===== src/ssp_pkg.sv =====
package ssp_pkg;
   // ==========================================
   // bus geometry and register offsets
   localparam int         AXI_AW      = 5;
   localparam logic [4:0] OFS_MODE0   = 5'h00;
   localparam logic [4:0] OFS_CLK1    = 5'h04;
   localparam logic [4:0] OFS_BUF     = 5'h08;
   localparam logic [4:0] OFS_CTRL    = 5'h0C;
   localparam logic [4:0] OFS_STAT    = 5'h10;
   localparam logic [4:0] OFS_IEN     = 5'h14;
   localparam logic [4:0] OFS_ICLR    = 5'h18;
   localparam logic [4:0] OFS_PIN     = 5'h1C;
   localparam logic [1:0] RESP_OKAY   = 2'h0;
   localparam logic [1:0] RESP_SLVERR = 2'h2;
   // ==========================================
   // serial_mode_reg0 fields
   localparam int         M0_DIR      = 0;
   localparam int         M0_MODE     = 1;
   localparam int         M0_LEN      = 3;
   localparam logic [3:0] MODE0_RST   = 4'h0;
   localparam logic [1:0] MODE_STOP   = 2'h0;
   localparam logic [1:0] MODE_RX     = 2'h1;
   localparam logic [1:0] MODE_TX     = 2'h2;
   localparam logic [1:0] MODE_TRX    = 2'h3;
   // ==========================================
   // serial_clock_reg1 fields
   localparam int         C1_CK       = 0;
   localparam int         C1_CKT      = 4;
   localparam int         C1_NEG      = 5;
   localparam logic [5:0] CLK1_RST    = 6'h00;
   localparam logic [3:0] CK_EXT_A    = 4'h6;
   localparam logic [3:0] CK_EXT_B    = 4'h7;
   localparam logic [3:0] CK_EXT_C    = 4'hE;
   // ==========================================
   // control, status and pin configuration fields
   localparam int          CTRL_GO    = 0;
   localparam int          ST_DONE    = 0;
   localparam int          PF_HI      = 0;
   localparam int          PF_LO      = 3;
   localparam int          PF_D1      = 6;
   localparam int          PF_D0      = 9;
   localparam int          PF_DIR     = 12;
   localparam int          PIN_SOUT   = 0;
   localparam int          PIN_SCK    = 1;
   localparam int          PIN_SIN    = 2;
   localparam logic [14:0] PIN_RST    = 15'h0000;
   // ==========================================
   // word lengths and divider
   localparam logic [4:0]  BITS_SHORT = 5'h08;
   localparam logic [4:0]  BITS_LONG  = 5'h10;
   localparam logic [15:0] DIV_BASE   = 16'h0004;
endpackage


===== src/ssp_shift_if.sv =====
`timescale 1ns/1ps
interface ssp_shift_if;
   logic        start;
   logic        sample;
   logic        shift;
   logic        len16;
   logic        msb_first;
   logic        sin;
   logic [15:0] tx_word;
   logic        tx_bit;
   logic [15:0] rx_word;
   logic        full;
   modport ctrl (output start, sample, shift, len16, msb_first, sin, tx_word,
                 input tx_bit, rx_word, full);
   modport shifter (input start, sample, shift, len16, msb_first, sin, tx_word,
                    output tx_bit, rx_word, full);
endinterface


===== src/ssp_top.sv =====
// Added by the designer: the AXI4-Lite slave port and the address map.
`timescale 1ns/1ps
module ssp_top (
   // clock and reset
   input  wire logic                      aclk,
   input  wire logic                      aresetn,
   // axi4-lite write address
   input  wire logic [ssp_pkg::AXI_AW-1:0] s_axi_awaddr,
   input  wire logic                      s_axi_awvalid,
   output logic                           s_axi_awready,
   // axi4-lite write data
   input  wire logic [31:0]               s_axi_wdata,
   input  wire logic [3:0]                s_axi_wstrb,
   input  wire logic                      s_axi_wvalid,
   output logic                           s_axi_wready,
   // axi4-lite write response
   output logic [1:0]                     s_axi_bresp,
   output logic                           s_axi_bvalid,
   input  wire logic                      s_axi_bready,
   // axi4-lite read address
   input  wire logic [ssp_pkg::AXI_AW-1:0] s_axi_araddr,
   input  wire logic                      s_axi_arvalid,
   output logic                           s_axi_arready,
   // axi4-lite read data
   output logic [31:0]                    s_axi_rdata,
   output logic [1:0]                     s_axi_rresp,
   output logic                           s_axi_rvalid,
   input  wire logic                      s_axi_rready,
   // serial pins
   input  wire logic                      serial_in_pin,
   input  wire logic                      xfer_clock_pin_i,
   output logic                           xfer_clock_pin_o,
   output logic                           xfer_clock_pin_oe,
   output logic                           serial_out_pin_o,
   output logic                           serial_out_pin_oe,
   // interrupt
   output logic                           xfer_done_irq
);
   import ssp_pkg::*;

   typedef enum logic {SSP_IDLE, SSP_RUN} ssp_state_e;

   // ==========================================
   // registers
   ssp_state_e  state;
   logic [3:0]  serial_mode_reg0;
   logic [5:0]  serial_clock_reg1;
   logic [15:0] tx_buf;
   logic [15:0] rx_buf;
   logic        xfer_go;
   logic        done_stat;
   logic        done_en;
   logic [14:0] pin_cfg;
   logic [4:0]  wr_addr;
   logic [31:0] wr_data;
   logic [3:0]  wr_strb;

   ssp_shift_if sh ();

   ssp_shifter u_shifter (
      .aclk    (aclk),
      .aresetn (aresetn),
      .s       (sh.shifter)
   );

   // ==========================================
   // mode decode
   wire [1:0] mode_sel_hi_lo = serial_mode_reg0[M0_MODE +: 2];
   wire       mode_stop   = (mode_sel_hi_lo == MODE_STOP);
   wire       mode_rx     = (mode_sel_hi_lo == MODE_RX);
   wire       mode_tx     = (mode_sel_hi_lo == MODE_TX);
   wire       mode_trx    = (mode_sel_hi_lo == MODE_TRX);
   wire       rx_capture  = mode_rx || mode_trx;
   wire       word_len_sel = serial_mode_reg0[M0_LEN];
   wire [3:0] ck_sel      = serial_clock_reg1[C1_CK +: 4];
   wire       clock_phase_type = serial_clock_reg1[C1_CKT];
   wire       clk_neg     = serial_clock_reg1[C1_NEG];
   wire       ext_clk     = (ck_sel == CK_EXT_A) || (ck_sel == CK_EXT_B) ||
                            (ck_sel == CK_EXT_C);
   wire       master      = !ext_clk;

   // ==========================================
   // pin function and direction
   wire [2:0] pin_func_hi    = pin_cfg[PF_HI +: 3];
   wire [2:0] pin_func_lo    = pin_cfg[PF_LO +: 3];
   wire [2:0] pin_drive_cfg1 = pin_cfg[PF_D1 +: 3];
   wire [2:0] pin_drive_cfg0 = pin_cfg[PF_D0 +: 3];
   wire [2:0] pin_direction  = pin_cfg[PF_DIR +: 3];
   wire [2:0] routed   = pin_func_hi & ~pin_func_lo;
   wire [2:0] cmos_out = routed & pin_drive_cfg1 & pin_drive_cfg0 & ~pin_direction;
   wire       sin_ok   = routed[PIN_SIN] && pin_direction[PIN_SIN];
   wire       sck_in_ok = routed[PIN_SCK] && pin_direction[PIN_SCK];

   // ==========================================
   // pin synchronisers
   logic sin_m;
   logic sin_s;
   logic sck_m;
   logic sck_s;
   logic sck_d;

   always_ff @(posedge aclk) begin
      if (!aresetn) begin
         sin_m <= 1'b1;
         sin_s <= 1'b1;
         sck_m <= 1'b0;
         sck_s <= 1'b0;
         sck_d <= 1'b0;
      end else begin
         sin_m <= serial_in_pin;
         sin_s <= sin_m;
         sck_m <= xfer_clock_pin_i;
         sck_s <= sck_m;
         sck_d <= sck_s;
      end
   end

   // slave ignores the clock type; both spi modes sample on the rising edge
   wire sck_lvl  = (sck_s ^ clk_neg) & sck_in_ok;
   wire sck_lvlq = (sck_d ^ clk_neg) & sck_in_ok;
   wire ext_rise = sck_lvl && !sck_lvlq;
   wire ext_fall = !sck_lvl && sck_lvlq;

   // ==========================================
   // master clock divider
   logic [15:0] div_cnt;
   logic [5:0]  tgl_cnt;
   logic        sck_int;

   wire [2:0]  div_shift = ck_sel[3] ? {2'b00, ck_sel[0]} : ck_sel[2:0];
   wire [15:0] half      = DIV_BASE << div_shift;
   wire        running   = (state == SSP_RUN);
   wire        half_tick = running && master && (div_cnt == half - 16'h0001);
   wire [5:0]  tgl_total = {1'b0, (word_len_sel ? BITS_LONG : BITS_SHORT)} << 1;
   wire        int_rise  = half_tick && !sck_int;
   wire        int_fall  = half_tick && sck_int;
   wire        idle_lvl  = !clock_phase_type;

   always_ff @(posedge aclk) begin
      if (!aresetn) begin
         div_cnt <= 16'h0000;
         tgl_cnt <= 6'h00;
         sck_int <= 1'b1;
      end else if (!running) begin
         div_cnt <= 16'h0000;
         tgl_cnt <= 6'h00;
         sck_int <= idle_lvl;
      end else if (half_tick) begin
         div_cnt <= 16'h0000;
         tgl_cnt <= tgl_cnt + 6'h01;
         sck_int <= !sck_int;
      end else begin
         div_cnt <= div_cnt + 16'h0001;
      end
   end

   // ==========================================
   // transfer sequencing
   wire start_x  = (state == SSP_IDLE) && xfer_go && !mode_stop;
   // master ends on the last edge so the clock is back at its idle level
   wire end_m    = master && (tgl_cnt == tgl_total);
   wire end_s    = !master && sh.full;
   wire hw_done  = running && (end_m || end_s);

   assign sh.start     = start_x;
   assign sh.sample    = running && (master ? int_rise : ext_rise);
   assign sh.shift     = running && (master ? int_fall : ext_fall);
   assign sh.len16     = word_len_sel;
   assign sh.msb_first = serial_mode_reg0[M0_DIR];
   assign sh.sin       = sin_ok ? sin_s : 1'b1;
   assign sh.tx_word   = tx_buf;

   always_ff @(posedge aclk) begin
      if (!aresetn) begin
         state <= SSP_IDLE;
      end else begin
         case (state)
            SSP_IDLE: begin
               if (start_x) begin
                  state <= SSP_RUN;
               end
            end
            SSP_RUN: begin
               // software clearing go aborts the word
               if (hw_done || !xfer_go || mode_stop) begin
                  state <= SSP_IDLE;
               end
            end
            default: begin
               state <= SSP_IDLE;
            end
         endcase
      end
   end

   // ==========================================
   // axi4-lite write channel
   wire wr_fire = !s_axi_awready && !s_axi_wready && !s_axi_bvalid;
   wire [4:0]  wa = {wr_addr[4:2], 2'b00};
   wire [31:0] wmask = {{8{wr_strb[3]}}, {8{wr_strb[2]}}, {8{wr_strb[1]}}, {8{wr_strb[0]}}};
   wire wr_mode0 = wr_fire && (wa == OFS_MODE0);
   wire wr_clk1  = wr_fire && (wa == OFS_CLK1);
   wire wr_buf   = wr_fire && (wa == OFS_BUF);
   wire wr_ctrl  = wr_fire && (wa == OFS_CTRL) && wr_strb[0];
   wire wr_ien   = wr_fire && (wa == OFS_IEN);
   wire wr_iclr  = wr_fire && (wa == OFS_ICLR) && wr_strb[0];
   wire wr_pin   = wr_fire && (wa == OFS_PIN);
   wire wr_hit   = wr_mode0 || wr_clk1 || wr_buf || (wa == OFS_CTRL) || wr_ien ||
                   (wa == OFS_ICLR) || wr_pin || (wa == OFS_STAT);
   wire [31:0] m_mode0 = ({28'h0000000, serial_mode_reg0} & ~wmask) | (wr_data & wmask);
   wire [31:0] m_clk1  = ({26'h0, serial_clock_reg1} & ~wmask) | (wr_data & wmask);
   wire [31:0] m_buf   = ({16'h0000, tx_buf} & ~wmask) | (wr_data & wmask);
   wire [31:0] m_pin   = ({17'h0, pin_cfg} & ~wmask) | (wr_data & wmask);
   wire        next_done = hw_done || (done_stat && !(wr_iclr && wr_data[ST_DONE]));

   always_ff @(posedge aclk) begin
      if (!aresetn) begin
         s_axi_awready <= 1'b1;
         s_axi_wready  <= 1'b1;
         s_axi_bvalid  <= 1'b0;
         s_axi_bresp   <= RESP_OKAY;
         wr_addr       <= 5'h00;
         wr_data       <= 32'h00000000;
         wr_strb       <= 4'h0;
      end else begin
         if (s_axi_awvalid && s_axi_awready) begin
            s_axi_awready <= 1'b0;
            wr_addr       <= s_axi_awaddr;
         end
         if (s_axi_wvalid && s_axi_wready) begin
            s_axi_wready <= 1'b0;
            wr_data      <= s_axi_wdata;
            wr_strb      <= s_axi_wstrb;
         end
         if (wr_fire) begin
            s_axi_bvalid <= 1'b1;
            s_axi_bresp  <= wr_hit ? RESP_OKAY : RESP_SLVERR;
         end
         if (s_axi_bvalid && s_axi_bready) begin
            s_axi_bvalid  <= 1'b0;
            s_axi_awready <= 1'b1;
            s_axi_wready  <= 1'b1;
         end
      end
   end

   // ==========================================
   // register file
   always_ff @(posedge aclk) begin
      if (!aresetn) begin
         serial_mode_reg0  <= MODE0_RST;
         serial_clock_reg1 <= CLK1_RST;
         tx_buf            <= 16'h0000;
         pin_cfg           <= PIN_RST;
         done_en           <= 1'b0;
      end else begin
         if (wr_mode0) begin
            serial_mode_reg0 <= m_mode0[3:0];
         end
         if (wr_clk1) begin
            serial_clock_reg1 <= m_clk1[5:0];
         end
         if (wr_buf) begin
            tx_buf <= m_buf[15:0];
         end
         if (wr_pin) begin
            pin_cfg <= m_pin[14:0];
         end
         if (wr_ien && wr_strb[0]) begin
            done_en <= wr_data[ST_DONE];
         end
      end
   end

   // go clears itself at the end of a word; a stopped port refuses it
   always_ff @(posedge aclk) begin
      if (!aresetn) begin
         xfer_go   <= 1'b0;
         done_stat <= 1'b0;
         rx_buf    <= 16'h0000;
         xfer_done_irq <= 1'b0;
      end else begin
         if (hw_done) begin
            xfer_go <= 1'b0;
         end else if (wr_ctrl) begin
            xfer_go <= wr_data[CTRL_GO] && !mode_stop;
         end
         if (hw_done && rx_capture) begin
            rx_buf <= sh.rx_word;
         end
         done_stat     <= next_done;
         xfer_done_irq <= next_done && done_en;
      end
   end

   // ==========================================
   // axi4-lite read channel
   wire [4:0]  ra = {s_axi_araddr[4:2], 2'b00};
   wire        rd_hit = (ra == OFS_MODE0) || (ra == OFS_CLK1) || (ra == OFS_BUF) ||
                        (ra == OFS_CTRL) || (ra == OFS_STAT) || (ra == OFS_IEN) ||
                        (ra == OFS_ICLR) || (ra == OFS_PIN);
   wire [31:0] rd_data =
      (ra == OFS_MODE0) ? {28'h0000000, serial_mode_reg0} :
      (ra == OFS_CLK1)  ? {26'h0, serial_clock_reg1} :
      (ra == OFS_BUF)   ? {16'h0000, rx_buf} :
      (ra == OFS_CTRL)  ? {31'h0, xfer_go} :
      (ra == OFS_STAT)  ? {31'h0, done_stat} :
      (ra == OFS_IEN)   ? {31'h0, done_en} :
      (ra == OFS_PIN)   ? {17'h0, pin_cfg} : 32'h00000000;

   always_ff @(posedge aclk) begin
      if (!aresetn) begin
         s_axi_arready <= 1'b1;
         s_axi_rvalid  <= 1'b0;
         s_axi_rdata   <= 32'h00000000;
         s_axi_rresp   <= RESP_OKAY;
      end else if (s_axi_arvalid && s_axi_arready) begin
         s_axi_arready <= 1'b0;
         s_axi_rvalid  <= 1'b1;
         s_axi_rdata   <= rd_data;
         s_axi_rresp   <= rd_hit ? RESP_OKAY : RESP_SLVERR;
      end else if (s_axi_rvalid && s_axi_rready) begin
         s_axi_rvalid  <= 1'b0;
         s_axi_arready <= 1'b1;
      end
   end

   // ==========================================
   // pin drivers
   always_ff @(posedge aclk) begin
      if (!aresetn) begin
         serial_out_pin_o  <= 1'b1;
         serial_out_pin_oe <= 1'b0;
         xfer_clock_pin_o  <= 1'b1;
         xfer_clock_pin_oe <= 1'b0;
      end else begin
         serial_out_pin_o  <= (mode_rx || mode_stop) ? 1'b1 : sh.tx_bit;
         serial_out_pin_oe <= cmos_out[PIN_SOUT];
         xfer_clock_pin_o  <= sck_int ^ clk_neg;
         xfer_clock_pin_oe <= master && cmos_out[PIN_SCK];
      end
   end
endmodule // ssp_top


===== src/ssp_shifter.sv =====
`timescale 1ns/1ps
module ssp_shifter (
   // clock and reset
   input wire logic aclk,
   input wire logic aresetn,
   // control side
   ssp_shift_if.shifter s
);
   import ssp_pkg::*;

   logic [15:0] tx_sr;
   logic [15:0] rx_sr;
   logic [4:0]  cnt;

   wire [4:0] nbits   = s.len16 ? BITS_LONG : BITS_SHORT;
   wire [3:0] top_idx = s.len16 ? 4'hF : 4'h7;
   wire       take    = s.sample && (cnt != nbits);

   // ==========================================
   // shift registers
   always_ff @(posedge aclk) begin
      if (!aresetn) begin
         tx_sr <= 16'h0000;
         rx_sr <= 16'h0000;
         cnt   <= 5'h00;
      end else if (s.start) begin
         tx_sr <= s.tx_word;
         rx_sr <= 16'h0000;
         cnt   <= 5'h00;
      end else begin
         if (take) begin
            rx_sr <= s.msb_first ? {rx_sr[14:0], s.sin} : {s.sin, rx_sr[15:1]};
            cnt   <= cnt + 5'h01;
         end
         // no advance before the first sample: mode 3 leads with a falling edge
         if (s.shift && cnt != 5'h00) begin
            tx_sr <= s.msb_first ? {tx_sr[14:0], 1'b1} : {1'b1, tx_sr[15:1]};
         end
      end
   end

   assign s.tx_bit  = s.msb_first ? tx_sr[top_idx] : tx_sr[0];
   assign s.full    = (cnt == nbits);
   // an lsb-first byte lands in the upper half of the register
   assign s.rx_word = s.len16 ? rx_sr :
                      s.msb_first ? {8'h00, rx_sr[7:0]} : {8'h00, rx_sr[15:8]};
endmodule // ssp_shifter


===== config.mk =====
export PLATFORM = sky130hd
export DESIGN_NAME = ssp_top
export DESIGN_NICKNAME = d
export VERILOG_FILES = /design/src/ssp_pkg.sv /design/src/ssp_shift_if.sv /design/src/ssp_top.sv /design/src/ssp_shifter.sv
export SDC_FILE = /design/constraint.sdc
export NUM_CORES = 1
export LEC_CHECK = 0
export ABC_CLOCK_PERIOD_IN_PS = 5900
export BUFFER_PORTS_ARGS = -buffer_cell sky130_fd_sc_hd__buf_2
export CAP_MARGIN = 5
export CORE_UTILIZATION = 63
export CTS_CLUSTER_SIZE = 30
export DETAILED_ROUTE_END_ITERATION = 8
export PLACE_DENSITY = 0.85
export SLEW_MARGIN = 10
export SYNTH_ARGS = -nofsm -noshare
export SYNTH_HDL_FRONTEND = slang
export SYNTH_SLANG_ARGS = --single-unit

===== constraint.sdc =====
create_clock -name aclk -period 5.9 [get_ports aclk]
set_input_delay 0.295 -clock aclk [delete_from_list [all_inputs] [get_ports aclk]]
set_output_delay 0.295 -clock aclk [all_outputs]
set_load 0.05 [all_outputs]

==> results.md, run 1 <==
* Grt ovf at 0
* Hold EP: sin_m
* Worst Path Max Fanout at 17
* Max-cap violations at 0
* Cts repair resizes at 0
* F_max at 0.290 GHz
* RR Endpoint: u_shifter.tx_sr[13]
* Largest net degree at the start of global routing at 115
* Hold Violations, Final at 0
* Status: finished clean
* Clock Latency Late Sink at 0.43 ns
* Met1 usage at 36.0%
* Fraction of registers with async set/reset at 0%
* CP arrival at roughly 3.7 ns
* Hold Path Stages at 2
* Die Y at approximately 120 um
* Wirelength, routed at about 18000 um
* First-pass GRT wire length at 29900 um
* RSZ-0062 raised after global routing: no
* Core Area at between 0.01 and 0.015 sq mm
* Setup total negative slack at 0 ns
* CP Launch Type: flop
* Root buffer cell: clkbuf_16
* CTS Hold Bufs at 0
* NumNets Final at 1037
* RePlAce Congestion at 0.813
* Initial antenna violation count at 0
* Required time worst endpoint at a little over 6 ns
* Crit end category: flop
* # diodes at 0
* Avg Cell Area, Syn at ~8.8 sq um
* Starting density of the core at 65.6%
* Post-synth EDFFs at 0
* Bufs on Longest Clock Path at 2
* Inserted Clock Buffers at 17
* H-tree Lvls at 4
* Post-DRT Antenna Nets at 0
* Delay of the slowest critical-path stage at 0.58 ns
* Hold path start: serial_in_pin
* Max-slew headroom at 21.2%
* DR pass1 iterations at 5
* Routed len/inst at 15.5 um
* Clock skew at 0.0120 ns
* HPWL Detailed at ~12000 um
* Share of post-route cells with drive strength above 1 at between 15 and 20%
* Crit share post-route at approximately three fifths
* Area delta synth->final at 9.67%
* Slowest cell on crit path: o21a_1
* Top_reg_cell synth: dfxtp_1
* Synth cell types at around 60
* IO Port Bufs at 60
* First DRT Iteration DRCs at 555
* Sequential share of the synthesized area at about two fifths
* Clk sinks at 175
* GRT met3 Usage at slightly above 5%
* Cells after synthesis at between 900 and 1000
* Fin area at 0.00922 sq mm
* Synthesized area at 0.00841 sq mm
* TritonCTS clock tree: yes
* Setup CP Type: reg -> reg
* #FFs+latches synth at 175
* Via density at 5.63
* R2R cell count at 9
* Crit-path cells: o21bai_1 > nand2_1 > ha_1 > or3_1 > a21oi_1 > o211a_2 > or3b_1 > o21a_1 > o211ai_1
* Die width at roughly 120 um
* M2 GR Usage at 42.6%
* VDD IR max at 0.000332 V
* Row count at 41
* Ports at 101
* Final min period at about 3.4 ns
* Slew Viols, Final at 0
* Pwr per Cell Area at approximately 260 mW/mm^2
* Leak pwr at between 3 and 4 nW
* Yosys warns at 0
* Final setup viols at 0
* Postcts setup bufs at 0
* DRC violations left at 0
* R2r setup slk at 2.46 ns
* Dpl cell area at 0.00865 sq mm
* Routed vias at 6537
* Clock-pin slew on the worst setup and hold paths at 0.07 ns
* GR peak layer: met2
* Worst Tran Pin Value at 1.18 ns
* Vias in the first global route at between 5000 and 6000
* Min-Delay Path Class: in -> reg
* Global-route usage over all layers at 26.7%
* Die Area at ~0.014 sq mm
## cell usage after synthesis, types with 14 or more instances
cell,count,area (sq um)
nand2_1,169,634
and3_1,22,138
a22oi_1,14,105
mux2i_1,80,801
and2_1,19,119
clkbuf_1,46,173
a21boi_0,34,255
o211ai_1,23,173
nand3_1,22,110
buf_4,19,143
dfxtp_1,175,3500
nor2_1,42,158
nor2b_1,59,369
mux2_2,37,417
o21ai_0,36,180
## layout make-up
class | count | area (sq um)
multi-input cells | 706 | 4560
fillers | 975 | 3600
flip-flops and latches | 175 | 3500
clock buffers | 19 | 443
repair buffers | 64 | 333
well taps | 172 | 215
clock inverters | 13 | 129
inverters | 12 | 45.0
## power by group
group / leakage, nW / switching [mW] / internal (mW)
sequential: 1.42 / 0.0153 / 1.20
combinational: 2.04 / 0.0944 / 0.0349
clock: 0.286 / 0.481 / 0.602
total: 3.74 / 0.591 / 1.83
## placed cells by master, fill, tap and decap left out, types with 3 or more instances in the layout
master / count
dfxtp_1: 175
nand2_1: 169
mux2i_1: 80
buf_2: 59
nor2b_1: 58
nor2_1: 42
mux2_2: 37
o21ai_0: 36
a21boi_0: 34
o211ai_1: 23
nand3_1: 22
and3_1: 22
and2_1: 19
conb_1: 18
clkbuf_16: 17
a22oi_1: 14
nand2b_1: 13
inv_1: 12
a21oi_1: 12
xnor2_1: 11
nand4_1: 8
xor2_1: 8
or2_2: 8
ha_1: 6
nor3b_1: 5
nand3b_1: 5
o211a_1: 5
buf_4: 5
nor3_1: 4
or3_1: 4
clkinv_4: 4
clkinv_2: 3
inv_6: 3
## how the worst max path moves through the flow
stage	start	slack, ns	to	cells past startpoint
after floorplan	flop	3.20	u_shifter.tx_sr[10]	11
after global placement	flop	2.62	u_shifter.tx_sr[8]	9
after detailed placement	flop	2.56	u_shifter.tx_sr[11]	9
after CTS	flop	2.53	u_shifter.tx_sr[3]	9
after global routing	flop	2.30	u_shifter.tx_sr[2]	9
final	flop	2.46	u_shifter.tx_sr[13]	9
## worst max-delay path: cells and delay by family (launching register included)
kind                       cells  cell delay, ns
adders and majority gates      1            0.29
and+or+nand+nor                3            0.95
AOI/OAI and AO/OA              5            1.51
DFF                            1            0.56
## cells by family (layout without fill, tap and decap cells)
kind of cell    count (synthesis)  after routing  share of synthesized area, %
other cells                     1             18                        0.0446
compound gates                148            148                          12.1
simple gates                  397            397                          23.5
buf+inv                        92            108                          5.10
flops                         175            175                          41.7
xor+xnor                       19             19                          1.98
fa+ha+maj                       6              6                         0.893
mux                           118            118                          14.7
## metrics by stage
stage / hold slack (ns) / util (%) / total power [mW] / cells / setup slack (ns)
global placement: 0.397 / 67.5 / 1.36 / 1129 / 2.62
CTS: 0.0422 / 71.9 / 2.44 / 1161 / 2.53
detailed placement: 0.399 / 67.5 / 1.37 / 1129 / 2.56
floorplan: 0.386 / - / 1.34 / 973 / 3.20
finish: 0.0584 / 71.9 / 2.42 / 1161 / 2.46
global route: 0.0545 / 71.9 / 2.51 / 1161 / 2.30
## per-layer routing
metal | wire length [um] | vias to the layer above
li1 | - | 3287
met4 | 308 | 0
met3 | 810 | 20
met1 | 8540 | 3060
met5 | 0 | -
met2 | 8380 | 170
Power figures use the tool's default switching activity.
==> run 2: changes to the inputs <==
ABC_CLOCK_PERIOD_IN_PS = 3550   (was 5900)
CORE_UTILIZATION = 58   (was 63)
PLACE_DENSITY = 0.8   (was 0.85)
clock period = 3.55 ns   (was 5.9 ns; I/O delays follow)
==> results.md, run 2 (synthesis gave the netlist of run 1 again) <==
* Setup CP Type: reg -> reg
* F_max at between 0.3 and 0.4 GHz
* Worst setup margin at 0.496 ns
* Area delta synth->final at 12.9%
* Die Y at 122 um
* Hold Violations, Final at 0
* Core Area at 0.0140 sq mm
* H-tree Lvls at 4
* DRC violations left at 0
* NumNets Final at ~1100
* CP arrival at 3.40 ns
* Final setup viols at 0
* Global-route usage over all layers at 26.4%
* Fin area at 0.00949 sq mm
* IO Port Bufs at 60
* Bufs on Longest Clock Path at 2
* Leading cell type in the layout, fill and taps excluded: dfxtp_1
* Via density at 5.64
* Clock Latency Late Sink at 0.43 ns
* DP Worst Slack at 0.529 ns
* Pwr per Cell Area at around 430 mW/mm^2
* First DRT Iteration DRCs at 627
* Most frequent cells in the layout: 175 x dfxtp_1, 169 x nand2_1, 80 x mux2i_1
* Clock-pin slew on the worst setup and hold paths at roughly 0.070 ns
* Cts repair resizes at 0
* # diodes at 0
* Largest net degree at the start of global routing at just under 60
* Row count at 43
* CP Launch Type: flop
* Postcts setup bufs at 0
* Clock skew at around 0.012 ns
* Root buffer cell: clkbuf_16
* Inserted Clock Buffers at 17
* VDD IR max at 0.000340 V
* Crit end category: flop
* Required time worst endpoint at 3.90 ns
* RSZ-0062 raised after global routing: no
* Vias in the first global route at about 6200
* Crit share post-route at 86.0%
* Routed vias at 6747
* First-pass GRT wire length at just over 30000 um
* Share of post-route cells with drive strength above 1 at 15.7%
* Slew Viols, Final at 0
* TritonCTS clock tree: yes
* Max-slew headroom at between 40 and 50%
* Ports at 101
* DR pass1 iterations at 5
* Worst Path Max Fanout at 16
* Setup total negative slack at 0 ns
* Dpl cell area at 0.00872 sq mm
* Grt ovf at 0
* Max-cap violations at 0
* Starting density of the core at between 60% and 70%
* Min-Delay Path Class: in -> reg
* Status: finished clean
* Wirelength, routed at 18900 um
* Leak pwr at 3.85 nW
* Final min period at 3.05 ns
* Die width at about 120 um
* Fin util at 67.9%
* Initial antenna violation count at 0
* Die Area at approximately 0.015 sq mm
* RePlAce Congestion at about 0.82
* HPWL Detailed at 12400 um
* Worst Tran Pin Value at 0.864 ns
* Clk sinks at approximately 180
* Routed len/inst at 15.8 um
* Post-DRT Antenna Nets at 0
-- run 2: cell types whose count changed in the layout (fill, tap and decap cells not counted), moves of 2 or more --
cell	change
buf_4	+8
clkinv_4	-4
clkinv_8	+2
clkinvlp_4	+3
dlygate4sd3_1	+20
inv_8	+2
-- run 2: metal layers --
layer  up-vias  track usage (%)  part of all wire [%]
met3        24             5.67                   4.5
li1       3340                -                     -
met4         0             10.1                   2.2
met5         -                0                     0
met1      3195             35.2                    47
met2       188             41.9                    46
-- run 2: final cells by class --
cell class	instances	area [sq um]
Clock buffer	17	425
Clock inverter	15	145
Fill cell	1094	4500
Inverter	12	45.0
Multi-Input combinational cell	706	4560
Sequential cell	175	3500
Tap cell	180	225
Timing Repair Buffer	92	593
-- run 2: what timing repair did --
action,4_1_cts,5_1_grt
hold endpoints to repair,20,0
hold buffers,20,0
setup endpoints to repair,0,0
-- run 2: final timing paths --
path / slack (ns) / to / depth (start not counted) / startpoint
worst min register to register: 0.43 / s_axi_bresp[1] / 2 / s_axi_bresp[1]
worst min-delay path: 0.02 / wr_addr[3] / 3 / s_axi_awaddr[3]
worst max-delay path: 0.50 / u_shifter.tx_sr[2] / 9 / flop
worst max register to register: 0.50 / u_shifter.tx_sr[2] / 9 / flop
-- run 2: per-stage QoR --
stage | total power, mW | hold slack [ns] | instances
2_1_floorplan | 2.23 | 0.278 | 973
3_3_place_gp | 2.27 | 0.362 | 1145
3_5_place_dp | 2.27 | 0.371 | 1145
4_1_cts | 4.08 | 0.00255 | 1197
5_1_grt | 4.19 | 0.0105 | 1197
6_report | 4.06 | 0.0193 | 1197
-- run 2: report_power, final --
group | switching, mW | internal (mW) | total, mW
sequential | 0.0272 | 1.99 | 2.01
clock | 0.877 | 0.932 | 1.81
combinational | 0.162 | 0.0731 | 0.235
total | 1.07 | 2.99 | 4.06
-- run 2: worst max-delay path, cell delays in order, from the launching register on --
cell      delay [ns]
dfxtp_1         0.55
o21bai_1        0.26
nand2_1         0.10
ha_1            0.26
or3_1           0.35
a21o_1          0.18
o211a_2         0.17
or3b_1          0.42
o21a_1          0.41
o211ai_1        0.27
==> run 3: changes to the inputs <==
CELL_PAD_IN_SITES_DETAIL_PLACEMENT = 1   (was unset)
CELL_PAD_IN_SITES_GLOBAL_PLACEMENT = 1   (was unset)
CORE_UTILIZATION = 44   (was 58)
PLACE_DENSITY = unset   (was 0.8)
PLACE_DENSITY_LB_ADDON = 0.1   (was unset)
==> results.md, run 3 (synthesis gave the netlist of run 1 again) <==
* Clock skew at 0.0145 ns
* Min-Delay Path Class: in -> reg
* HPWL Detailed at 14900 um
* TritonCTS clock tree: yes
* Leading cell type in the layout, fill and taps excluded: dfxtp_1
* Filler cells at 2200
* Clock Latency Late Sink at 0.44 ns
* Grt ovf at 0
* Final min period at ~3.0 ns
* CP Buf/Inv Count at 1
* Hold Path Stages at 3
* Fin util at 51.5%
* Setup CP Type: reg -> reg
* Die width at 140 um
* Fin area at 0.00963 sq mm
* R2r setup slk at ~0.59 ns
* F_max at around 0.34 GHz
* RSZ-0062 raised after global routing: no
* Cts repair resizes at 0
* Required time worst endpoint at 3.90 ns
* Post-DRT Antenna Nets at 0
* DRC violations left at 0
* Root buffer cell: clkbuf_16
* Die Area at roughly 0.020 sq mm
* CP Launch Type: flop
* Area of the multi-input gates at 0.00456 sq mm
* Routed vias at 6731
* CP top delay family: compound AO/OA/AOI/OAI gates
* Ports at 101
* CTS Hold Bufs at 20
* Largest net degree at the start of global routing at 103
* Die Y at between 100 and 150 um
* IO Port Bufs at 60
* Clk sinks at 175
* Worst Tran Pin Value at 0.959 ns
* CP arrival at 3.31 ns
* Starting density of the core at 45.0%
* Inserted Clock Buffers at 17
* H-tree Lvls at 4
* Max-cap violations at 0
* Crit-path cells: o21bai_1 > nand2_1 > ha_1 > or3_1 > a21o_1 > o211a_2 > or3b_1 > o21a_1 > buf_4 > o211ai_1
* NumNets Final at 1068
* Routed len/inst at 17.3 um
* Global-route usage over all layers at roughly 23%
* Hold Violations, Final at 0
* Postcts setup bufs at 0
* Via density at 5.37
* Hold slack at around 0.017 ns
* Hold EP: wr_addr[3]
* R2R cell count at 10
* Pwr per Cell Area at around 440 mW/mm^2
* Crit end category: flop
* Bufs on Longest Clock Path at 2
* Slowest cell on crit path: or3b_1
* RePlAce Congestion at 0.769
* Initial antenna violation count at 0
* RR Endpoint: u_shifter.tx_sr[2]
* Vias in the first global route at 6675
* Status: finished clean
* Slew Viols, Final at 0
* Wirelength, routed at between 20000 and 25000 um
* Worst Path Max Fanout at 16
* First-pass GRT wire length at 35400 um
* Share of post-route cells with drive strength above 1 at ~16%
* Area delta synth->final at 14.4%
* Register Area at 0.00350 sq mm
* Final setup viols at 0
* Most frequent cells in the layout: 175 x dfxtp_1, 169 x nand2_1, 80 x mux2i_1
* Core Area at 0.0187 sq mm
* Crit share post-route at between 80 and 90%
* DR pass1 iterations at 4
* Leak pwr at 3.89 nW
* First DRT Iteration DRCs at 273
* # diodes at 0
* Hold path start: s_axi_awaddr[3]
* Delay of the slowest critical-path stage at ~0.44 ns
* Dpl cell area at 0.00881 sq mm
* Setup total negative slack at 0 ns
* Clock-pin slew on the worst setup and hold paths at 0.08 ns
* Max-slew headroom at 36.0%
* VDD IR max at 0.000313 V
* Row count at 50
==> run 3: cell types whose count changed in the layout (fill, tap and decap cells not counted), sizes merged <==
cell	delta
buf	+3
inv	+1
bufinv	+2
clkinvlp	-2
clkinv	-1
==> run 3: stage by stage <==
step                      power (mW)  std cells  worst slack [ns]
final                           4.23       1254             0.591
after global routing            4.37       1254             0.371
after CTS                       4.27       1254             0.597
after detailed placement        2.28       1202             0.644
after global placement          2.28       1202             0.698
after floorplan                 2.23        973             0.852
==> run 3: per-layer routing <==
metal	GRT usage [%]	up-vias	wire length, um
li1	-	3343	-
met3	3.66	12	451
met2	37.8	74	10400
met4	6.07	0	177
met1	30.7	3302	10600
met5	0	-	0
==> run 3: cell type report <==
class | count | area share (%)
clock inverter | 15 | 1.95
sequential | 175 | 36.4
multi-input combinational | 706 | 47.3
tap | 234 | 3.04
timing repair buffer | 95 | 6.40
clock buffer | 17 | 4.42
inverter | 12 | 0.468
==> run 3: how the worst max path moves through the flow <==
stage,endpoint,cells after the start,start
after floorplan,u_shifter.tx_sr[10],11,flop
after global routing,u_shifter.tx_sr[2],10,flop
after CTS,u_shifter.tx_sr[2],10,flop
after global placement,u_shifter.tx_sr[10],10,flop
final,u_shifter.tx_sr[2],10,flop
after detailed placement,u_shifter.cnt[3],10,flop
==> run 3: tightest hold or removal path: cells and delay by family <==
| family | cells | cell delay, ns |
|---|---|---|
| AND/OR/NAND/NOR | 1 | 0.06 |
| AO/OA/AOI/OAI | 1 | 0.08 |
| buffers and inverters | 1 | 0.09 |
==> run 3: report_power, final <==
group,switching [mW],internal (mW),total [mW]
logic,0.164,0.0739,0.238
clock network,0.901,1.07,1.98
registers,0.0279,1.99,2.01
